File: src/core/ctm_cfg.svh
`ifndef CTM_CFG_SVH
`define CTM_CFG_SVH

// Register indices on the 8-bit Avalon bus
`define CTM_ADDR_CTRL0 3'h0
`define CTM_ADDR_CTRL1 3'h1
`define CTM_ADDR_CNT_LO 3'h2
`define CTM_ADDR_CNT_HI 3'h3
`define CTM_ADDR_CMP_LO 3'h4
`define CTM_ADDR_CMP_HI 3'h5
`define CTM_ADDR_PINCFG 3'h6

// timer_control_zero fields
`define CTM_C0_PAUSE 7
`define CTM_C0_CKS_HI 6
`define CTM_C0_CKS_LO 4
`define CTM_C0_ENABLE 3
`define CTM_C0_RP_HI 2
`define CTM_C0_RP_LO 0

// timer_control_one fields
`define CTM_C1_MODE_HI 7
`define CTM_C1_MODE_LO 6
`define CTM_C1_IO_HI 5
`define CTM_C1_IO_LO 4
`define CTM_C1_OC 3
`define CTM_C1_POL 2
`define CTM_C1_DPX 1
`define CTM_C1_CCLR 0

// Pin configuration fields
`define CTM_PIN_INV_A 0
`define CTM_PIN_INV_B 1
`define CTM_PIN_EN_A 2
`define CTM_PIN_EN_B 3

// Reset and limit values
`define CTM_RST_BYTE 8'h00
`define CTM_RST_PIN 4'h0
`define CTM_RST_CMP 10'h000
`define CTM_RST_CNT 10'h000
`define CTM_RST_PRE 6'h00
`define CTM_ZERO_RP 3'h0
`define CTM_ZERO_LOW7 7'h00
`define CTM_HI_PAD 6'h00
`define CTM_PIN_PAD 4'h0
`define CTM_CNT_ONE 10'h001
`define CTM_PRE_ONE 6'h01
`define CTM_RST_BIT 1'b0

// Prescaler tap masks
`define CTM_PRE_DIV4 6'h03
`define CTM_PRE_DIV16 6'h0F
`define CTM_PRE_DIV64 6'h3F

`endif

File: src/core/ctm_pkg.sv
package ctm_pkg;

  typedef enum logic [1:0] {
    CTM_MODE_CMP = 2'b00,
    CTM_MODE_UNDEF = 2'b01,
    CTM_MODE_PWM = 2'b10,
    CTM_MODE_TMR = 2'b11
  } ctm_mode_e;

  typedef enum logic [2:0] {
    CTM_CK_SYS4 = 3'b000,
    CTM_CK_SYS = 3'b001,
    CTM_CK_HI16 = 3'b010,
    CTM_CK_HI64 = 3'b011,
    CTM_CK_SUB = 3'b100,
    CTM_CK_RSVD = 3'b101,
    CTM_CK_EXTR = 3'b110,
    CTM_CK_EXTF = 3'b111
  } ctm_clksel_e;

  typedef enum logic [1:0] {
    CTM_IO_KEEP = 2'b00,
    CTM_IO_LOW = 2'b01,
    CTM_IO_HIGH = 2'b10,
    CTM_IO_TOGGLE = 2'b11
  } ctm_ioact_e;

  typedef struct packed {
    logic pinA;
    logic pinAEn;
    logic pinB;
    logic pinBEn;
  } ctm_pins_s;

  typedef struct packed {
    logic matchA;
    logic matchP;
  } ctm_events_s;

  typedef struct packed {
    logic [7:0] ctrl0;
    logic [7:0] ctrl1;
    logic [3:0] pinCfg;
    logic [9:0] compareValue;
    logic [7:0] lowBuf;
    logic [9:0] count;
    logic outLevel;
    logic enPrev;
    logic [5:0] prescale;
    logic extMeta;
    logic extSync;
    logic extPrev;
    logic subMeta;
    logic subSync;
    logic subPrev;
    logic ack;
    logic [7:0] readData;
    ctm_pins_s pins;
    ctm_events_s events;
  } ctm_state_s;

endpackage

File: src/core/ctm_timer.sv
// The register offsets and register access over Avalon-MM were chosen for this implementation.
`timescale 1ns/100ps
`include "ctm_cfg.svh"

module ctm_timer (
  // Clock and reset
  input wire logic clock,
  input wire logic reset,
  // Avalon-MM slave
  input wire logic [2:0] avs_address,
  input wire logic avs_read,
  input wire logic avs_write,
  input wire logic [7:0] avs_writedata,
  output logic [7:0] avs_readdata,
  output logic avs_waitrequest,
  // Asynchronous clock pins
  input wire logic externalClockInput,
  input wire logic subClock,
  // Timer outputs
  output ctm_pkg::ctm_pins_s timerPins,
  output ctm_pkg::ctm_events_s timerEvents,
  output logic [9:0] counterValue
);

  ctm_pkg::ctm_state_s s_q;
  ctm_pkg::ctm_state_s s_d;

  // Decoded control fields
  logic pauseBit;
  logic moduleEnableBit;
  logic [2:0] periodValueField;
  ctm_pkg::ctm_clksel_e clockSelectField;
  ctm_pkg::ctm_mode_e modeField;
  ctm_pkg::ctm_ioact_e outputActionField;
  logic outputControlBit;
  logic outputPolarityBit;
  logic periodDutySwapBit;
  logic counterClearSelectBit;

  // Working terms
  logic busReq;
  logic busDone;
  logic enRise;
  logic tick;
  logic run;
  logic [9:0] nextCount;
  logic hitA;
  logic hitP;
  logic clearByA;
  logic clearHit;
  logic pwmActive;
  logic [9:0] dutyValue;
  logic timerLevel;
  logic [7:0] readMux;
  logic tapDiv4;
  logic tapDiv16;
  logic tapDiv64;
  logic subRise;
  logic extRise;
  logic extFall;
  logic cmpMode;
  logic pwmMode;
  logic tmrMode;
  logic pinUsed;
  logic pinLevelA;
  logic pinLevelB;

  assign pauseBit = s_q.ctrl0[`CTM_C0_PAUSE];
  assign moduleEnableBit = s_q.ctrl0[`CTM_C0_ENABLE];
  assign periodValueField = s_q.ctrl0[`CTM_C0_RP_HI:`CTM_C0_RP_LO];
  assign clockSelectField =
    ctm_pkg::ctm_clksel_e'(s_q.ctrl0[`CTM_C0_CKS_HI:`CTM_C0_CKS_LO]);
  assign modeField =
    ctm_pkg::ctm_mode_e'(s_q.ctrl1[`CTM_C1_MODE_HI:`CTM_C1_MODE_LO]);
  assign outputActionField =
    ctm_pkg::ctm_ioact_e'(s_q.ctrl1[`CTM_C1_IO_HI:`CTM_C1_IO_LO]);
  assign outputControlBit = s_q.ctrl1[`CTM_C1_OC];
  assign outputPolarityBit = s_q.ctrl1[`CTM_C1_POL];
  assign periodDutySwapBit = s_q.ctrl1[`CTM_C1_DPX];
  assign counterClearSelectBit = s_q.ctrl1[`CTM_C1_CCLR];

  // One wait cycle lets read data come from a flop
  assign busReq = avs_read | avs_write;
  assign busDone = busReq & s_q.ack;
  assign avs_waitrequest = busReq & ~s_q.ack;
  assign avs_readdata = s_q.readData;
  assign timerPins = s_q.pins;
  assign timerEvents = s_q.events;
  assign counterValue = s_q.count;

  assign enRise = moduleEnableBit & ~s_q.enPrev;

  // Prescaler taps; all ones on the low bits marks one divided tick
  assign tapDiv4 = (s_q.prescale & `CTM_PRE_DIV4) == `CTM_PRE_DIV4;
  assign tapDiv16 = (s_q.prescale & `CTM_PRE_DIV16) == `CTM_PRE_DIV16;
  assign tapDiv64 = s_q.prescale == `CTM_PRE_DIV64;

  // Edges only from the second sync stage, never the first
  assign subRise = s_q.subSync & ~s_q.subPrev;
  assign extRise = s_q.extSync & ~s_q.extPrev;
  assign extFall = ~s_q.extSync & s_q.extPrev;

  // Mode decode; the undefined code acts like compare without pin action
  assign cmpMode = modeField == ctm_pkg::CTM_MODE_CMP;
  assign pwmMode = modeField == ctm_pkg::CTM_MODE_PWM;
  assign tmrMode = modeField == ctm_pkg::CTM_MODE_TMR;

  // Counter clock source
  always_comb begin
    case (clockSelectField)
      ctm_pkg::CTM_CK_SYS4: begin
        tick = tapDiv4;
      end
      ctm_pkg::CTM_CK_SYS: begin
        tick = 1'b1;
      end
      ctm_pkg::CTM_CK_HI16: begin
        // High clock equals system clock in this build
        tick = tapDiv16;
      end
      ctm_pkg::CTM_CK_HI64: begin
        tick = tapDiv64;
      end
      ctm_pkg::CTM_CK_SUB: begin
        tick = subRise;
      end
      ctm_pkg::CTM_CK_EXTR: begin
        tick = extRise;
      end
      ctm_pkg::CTM_CK_EXTF: begin
        tick = extFall;
      end
      default: begin
        tick = 1'b0;
      end
    endcase
  end

  // Counting and comparators
  // Enable edge beats a tick so the cleared count really starts at zero
  always_comb begin
    run = tick & moduleEnableBit & ~pauseBit & ~enRise;
    nextCount = s_q.count + `CTM_CNT_ONE;
    hitA = (s_q.compareValue != `CTM_RST_CMP)
      && (nextCount == s_q.compareValue);
    hitP = (periodValueField != `CTM_ZERO_RP)
      && (nextCount[9:7] == periodValueField)
      && (nextCount[6:0] == `CTM_ZERO_LOW7);
    if (pwmMode) begin
      clearByA = periodDutySwapBit;
    end else begin
      clearByA = counterClearSelectBit;
    end
    if (clearByA) begin
      clearHit = hitA;
    end else begin
      clearHit = hitP;
    end
    if (periodDutySwapBit) begin
      dutyValue = {periodValueField, `CTM_ZERO_LOW7};
    end else begin
      dutyValue = s_q.compareValue;
    end
    pwmActive = s_q.count < dutyValue;
  end

  // Pin level before polarity
  always_comb begin
    if (pwmMode) begin
      case (outputActionField)
        ctm_pkg::CTM_IO_KEEP: begin
          timerLevel = ~outputControlBit;
        end
        ctm_pkg::CTM_IO_LOW: begin
          timerLevel = outputControlBit;
        end
        ctm_pkg::CTM_IO_HIGH: begin
          timerLevel = pwmActive ? outputControlBit : ~outputControlBit;
        end
        default: begin
          timerLevel = s_q.outLevel;
        end
      endcase
    end else begin
      timerLevel = s_q.outLevel;
    end
  end

  // Per-pin levels; pins stay idle in timer mode
  assign pinUsed = ~tmrMode;
  assign pinLevelA = timerLevel ^ outputPolarityBit ^ s_q.pinCfg[`CTM_PIN_INV_A];
  assign pinLevelB = timerLevel ^ outputPolarityBit ^ s_q.pinCfg[`CTM_PIN_INV_B];

  // Read decode
  always_comb begin
    if (avs_address == `CTM_ADDR_CTRL0) begin
      readMux = s_q.ctrl0;
    end else if (avs_address == `CTM_ADDR_CTRL1) begin
      readMux = s_q.ctrl1;
    end else if (avs_address == `CTM_ADDR_CNT_LO) begin
      readMux = s_q.lowBuf;
    end else if (avs_address == `CTM_ADDR_CNT_HI) begin
      readMux = {`CTM_HI_PAD, s_q.count[9:8]};
    end else if (avs_address == `CTM_ADDR_CMP_LO) begin
      readMux = s_q.lowBuf;
    end else if (avs_address == `CTM_ADDR_CMP_HI) begin
      readMux = {`CTM_HI_PAD, s_q.compareValue[9:8]};
    end else if (avs_address == `CTM_ADDR_PINCFG) begin
      readMux = {`CTM_PIN_PAD, s_q.pinCfg};
    end else begin
      readMux = `CTM_RST_BYTE;
    end
  end

  // Next state
  always_comb begin
    s_d = s_q;
    s_d.ack = avs_waitrequest;
    s_d.events = '0;
    // Free-running prescaler; wraps so every tap stays periodic
    s_d.prescale = s_q.prescale + `CTM_PRE_ONE;
    s_d.extMeta = externalClockInput;
    s_d.extSync = s_q.extMeta;
    s_d.extPrev = s_q.extSync;
    s_d.subMeta = subClock;
    s_d.subSync = s_q.subMeta;
    s_d.subPrev = s_q.subSync;
    s_d.enPrev = moduleEnableBit;

    // Read data captured in the wait cycle
    if (avs_read && !s_q.ack) begin
      s_d.readData = readMux;
    end

    // Side effects land on the completing edge
    if (busDone && avs_write) begin
      if (avs_address == `CTM_ADDR_CTRL0) begin
        s_d.ctrl0 = avs_writedata;
      end else if (avs_address == `CTM_ADDR_CTRL1) begin
        s_d.ctrl1 = avs_writedata;
      end else if (avs_address == `CTM_ADDR_CMP_LO) begin
        s_d.lowBuf = avs_writedata;
      end else if (avs_address == `CTM_ADDR_CMP_HI) begin
        s_d.compareValue = {avs_writedata[1:0], s_q.lowBuf};
      end else if (avs_address == `CTM_ADDR_PINCFG) begin
        s_d.pinCfg = avs_writedata[3:0];
      end else if (avs_address == `CTM_ADDR_CNT_LO || avs_address == `CTM_ADDR_CNT_HI) begin
        // Counter bytes are read only; such writes fall away
        s_d.count = s_q.count;
      end
    end else if (busDone && avs_read) begin
      if (avs_address == `CTM_ADDR_CNT_HI) begin
        s_d.lowBuf = s_q.count[7:0];
      end else if (avs_address == `CTM_ADDR_CMP_HI) begin
        s_d.lowBuf = s_q.compareValue[7:0];
      end
    end

    // Counter: no software write path besides the enable edge
    if (enRise) begin
      s_d.count = `CTM_RST_CNT;
    end else if (run) begin
      if (clearHit) begin
        s_d.count = `CTM_RST_CNT;
      end else begin
        s_d.count = nextCount;
      end
    end
    // Enable low simply leaves count untouched

    // Match events, one pulse per counter clock
    s_d.events.matchA = run & hitA;
    s_d.events.matchP = run & hitP & ~clearByA;

    // Compare-mode output action
    if (enRise && cmpMode) begin
      s_d.outLevel = outputControlBit;
    end else if (run && hitA && cmpMode) begin
      case (outputActionField)
        ctm_pkg::CTM_IO_LOW: begin
          s_d.outLevel = 1'b0;
        end
        ctm_pkg::CTM_IO_HIGH: begin
          s_d.outLevel = 1'b1;
        end
        ctm_pkg::CTM_IO_TOGGLE: begin
          s_d.outLevel = ~s_q.outLevel;
        end
        default: begin
          s_d.outLevel = s_q.outLevel;
        end
      endcase
    end

    // Pins unused in timer mode; polarity inverts both
    s_d.pins.pinA = pinLevelA;
    s_d.pins.pinB = pinLevelB;
    s_d.pins.pinAEn = s_q.pinCfg[`CTM_PIN_EN_A] & pinUsed;
    s_d.pins.pinBEn = s_q.pinCfg[`CTM_PIN_EN_B] & pinUsed;
  end

  // State register
  always_ff @(posedge clock) begin
    if (reset) begin
      s_q <= '0;
      s_q.ctrl0 <= `CTM_RST_BYTE;
      s_q.ctrl1 <= `CTM_RST_BYTE;
      s_q.pinCfg <= `CTM_RST_PIN;
      s_q.compareValue <= `CTM_RST_CMP;
      s_q.lowBuf <= `CTM_RST_BYTE;
      s_q.count <= `CTM_RST_CNT;
      s_q.prescale <= `CTM_RST_PRE;
      s_q.readData <= `CTM_RST_BYTE;
      s_q.outLevel <= `CTM_RST_BIT;
      s_q.enPrev <= `CTM_RST_BIT;
      s_q.extMeta <= `CTM_RST_BIT;
      s_q.extSync <= `CTM_RST_BIT;
      s_q.extPrev <= `CTM_RST_BIT;
      s_q.subMeta <= `CTM_RST_BIT;
      s_q.subSync <= `CTM_RST_BIT;
      s_q.subPrev <= `CTM_RST_BIT;
      s_q.ack <= `CTM_RST_BIT;
      s_q.pins <= '0;
      s_q.events <= '0;
    end else begin
      s_q <= s_d;
    end
  end

endmodule

File: config.mk
export PLATFORM = sky130hd
export DESIGN_NAME = ctm_timer
export DESIGN_NICKNAME = d
export VERILOG_FILES = /design/src/core/ctm_pkg.sv /design/src/core/ctm_timer.sv
export VERILOG_INCLUDE_DIRS = /design/src /design/src/core
export SDC_FILE = /design/constraint.sdc
export NUM_CORES = 1
export LEC_CHECK = 0
export BUFFER_PORTS_ARGS = -buffer_cell sky130_fd_sc_hd__buf_2
export CORE_MARGIN = 4
export CORE_UTILIZATION = 45
export DETAILED_ROUTE_END_ITERATION = 7
export PLACE_DENSITY_LB_ADDON = 0.1
export SYNTH_ARGS = -nofsm -noshare
export SYNTH_HDL_FRONTEND = slang
export SYNTH_SLANG_ARGS = --single-unit
export TNS_END_PERCENT = 10
File: constraint.sdc
create_clock -name clock -period 3.67 [get_ports clock]
set_input_delay 0.734 -clock clock [delete_from_list [all_inputs] [get_ports clock]]
set_output_delay 0.734 -clock clock [all_outputs]
set_load 0.02 [all_outputs]
==> impl_metrics.ini <==
[synth]
synth.area.top_cells = dfxtp_1, mux2i_1, nor2_1
synth_nets = 569
syn_inst = 536
synth_edf_count = 0
synthFlopType = dfxtp_1
synth.cell_area_mm2 = 0.00456
yosysUniqueCellTypes = 62
postSynthAreaPerCell_um2 = 8.51
seq_area_frac_synth_pct = 33.8
ys.warnings.count = 0
synth_top_cell_area_share_pct = 33.8
synth_commonest_cells = dfxtp_1, nor2_1, mux2i_1
ys_async_sr_fraction_pct = 0
yosysMostFrequentCell = dfxtp_1
synth_top_area_cell = dfxtp_1
synth-seq-cells = 77

[sta]
fmax_mhz = 314
rsz0062_at_grt = no
maxSlewHeadroom_pct = 38.3
worst_slack_ns = 0.483
finalClockSkew_ns = 0.00997
setup_viol_count_final = 0
tightest_slew_ns = 0.924
setup_tns_ns = 0
hold_violations = 0
post-route-period-util_pct = 86.8
slew_viol_final = 0
layout_min_cycle_time_ns = 3.19

[routing]
drt_wl_total_mm = 11.3
route.detailed.drc = 0
first_pass_iters = 5
dr.first_iter.drc_count = 317
wl_per_cell_um = 16.7
drtAntennaViolNets = 0
dr_total_vias = 3850
viasPerCell = 5.70

[grt]
grt_overflow_total = 0
grt_first_pass_wirelength_mm = 18.5
antenna_found_initial = 0
grt_usage_pct = 20.0
grt_pass1_vias = 3498
grt_max_degree = 72

[worst_setup_path]
critPathLaunchType = flip-flop
end_kind = flip-flop
critPathKind = reg2reg
rr_worst_depth = 8
crit_arrival_ns = 3.43
crit_slowest_cell = dfxtp_1
r2r_slack_ns = 0.48
r2r-start = counterValue[1]
cp_slowest_stage_delay_ns = 0.63
cp.required_ns = 3.92
path_cells = ha_1, nand3_4, or3_1, and2_4, a2111oi_2, and4_1, nor2_4, a221o_1
crit_buf_inv = 0
reg2reg_to = counterValue[2]
cp_top_family = simple AND/OR/NAND/NOR gates
critPathMaxFanout = 14

[power_and_ir_drop]
switching_share_pct = 27.0
p_int_mw = 1.13
p_leak_nw = 1.87
ir_drop_v = 0.000154
p_seq_share_pct = 55.5
p_comb_share_pct = 7.6
pwr-share-clk_pct = 36.9
p_sw_mw = 0.419
powerDensity_mw_per_mm2 = 321

[place]
gp_congestion = 0.841
dp_hpwl_mm = 8.18
io_buffers = 41
pre_cts_ws_ns = 0.512

[min_path]
hold_class = reg2reg
min_from = s_d[19]
holdPathStages = 1
hold_end = s_d[18]

[cts]
insertion_delay_ns = 0.35
clock_sinks = 77
clkTransAtPathRegs_ns = 0.08
clock_path_buffers = 2
cts_tree = done
cts_root_buf = clkbuf_8
htree_levels = 3
postCtsResizedCells = 0
post_cts_buffers = 0
cts_made_buffers = 9
holdBufCountCts = 0

[floorplan]
core_area_mm2 = 0.00982
ios = 42
initial_core_util_pct = 46.5
die_area_mm2 = 0.0118
rows = 36
fp.dieW_um = 109
die_height_um = 109

[run_status]
outcome = completed

[cells_and_area]
layout.nets = 572
layout-drive-gt1-share_pct = 14.5
antenna_cells = 0
fin_util_pct = 49.4
syn_to_final_growth_pct = 6.23

[flow_run]
cap_violations = 0
## cell families (layout without fill, tap and decap cells)
logic type                 count (synthesis)  after routing  share of synthesized area, %
AOI/OAI and AO/OA                        114            114                          18.0
xor gates and xnor gates                  12             12                          2.30
adders and majority gates                 16             16                          4.39
buffers and inverters                     62             69                          7.32
DFF                                       77             77                          33.8
muxes                                     48             48                          10.7
and+or+nand+nor                          207            207                          23.5
## worst reg2reg max path: stages, from the launching register on
cell and delay [ns]:
dfxtp_1 0.63, ha_1 0.42, nand3_4 0.16, or3_1 0.41, and2_4 0.19, a2111oi_2 0.35
and4_1 0.51, nor2_4 0.08, a221o_1 0.34
## through the flow
step / instances / power (mW) / hold slack (ns) / area [µm²]
3_3_place_gp: 661 / 0.999 / 0.417 / 4680
3_5_place_dp: 661 / 1.00 / 0.427 / 4680
6_report: 676 / 1.55 / 0.443 / 4850
4_1_cts: 676 / 1.57 / 0.446 / 4850
2_1_floorplan: 536 / 0.965 / 0.413 / 4560
5_1_grt: 676 / 1.62 / 0.469 / 4850
## how the worst max path moves through the flow
stage / from / to / slack [ns] / depth (start not counted)
6_report: counterValue[1] / counterValue[2] / 0.48 / 8
4_1_cts: counterValue[0] / counterValue[2] / 0.49 / 8
2_1_floorplan: counterValue[0] / counterValue[2] / 1.12 / 8
3_5_place_dp: counterValue[0] / counterValue[2] / 0.51 / 8
5_1_grt: counterValue[0] / counterValue[2] / 0.26 / 8
3_3_place_gp: counterValue[0] / counterValue[2] / 0.64 / 8
## power by group through the flow
stage / clock network, mW / registers (mW) / logic (mW)
after floorplan: 0 / 0.877 / 0.0886
after global placement: 0 / 0.882 / 0.117
after detailed placement: 0 / 0.883 / 0.118
after CTS: 0.591 / 0.863 / 0.119
after global routing: 0.626 / 0.865 / 0.130
final: 0.573 / 0.863 / 0.118
## state kept, by name (all words and copies together) (netlist names)
| name | cells |
|---|---|
| modeField | 2 |
| s_d | 4 |
| timerEvents | 2 |
| periodDutySwapBit | 1 |
| outputControlBit | 1 |
| s_q | 33 |
| outputPolarityBit | 1 |
| clockSelectField | 3 |
| avs_readdata | 8 |
| counterClearSelectBit | 1 |
| moduleEnableBit | 1 |
| timerPins | 4 |
| pauseBit | 1 |
| periodValueField | 3 |
| outputActionField | 2 |
| counterValue | 10 |
## cell usage in the layout, fill, tap and decap left out, types with 7 or more instances in the layout
cell / count
a211oi_1: 16
nand4_1: 7
nand2_1: 37
a21oi_1: 32
clkbuf_8: 9
nand2b_1: 17
buf_4: 7
nor2b_1: 14
buf_2: 41
nand3_1: 9
and2_1: 7
dfxtp_1: 77
ha_1: 16
o2111ai_1: 8
xor2_1: 7
mux2i_1: 43
nor3_1: 9
o21ai_0: 9
nor2_1: 69
## area by class of cell
cell class | count | area [µm²]
clock inverter | 5 | 37.5
timing repair buffer | 48 | 258
fill | 1041 | 4970
tap | 133 | 166
sequential | 77 | 1540
inverter | 6 | 22.5
clock buffer | 10 | 128
multi-input combinational | 397 | 2690
## layer usage
| layer | vias up | share of wire (%) | global-route usage [%] |
|---|---|---|---|
| met1 | 1833 | 49 | 28.5 |
| met3 | 8 | 4.2 | 3.61 |
| met5 | - | 0 | 0 |
| met2 | 81 | 46 | 31.6 |
| met4 | 0 | 0.77 | 4.42 |
| li1 | 1928 | - | - |
Note: power is estimated with default switching activity, not from simulation.
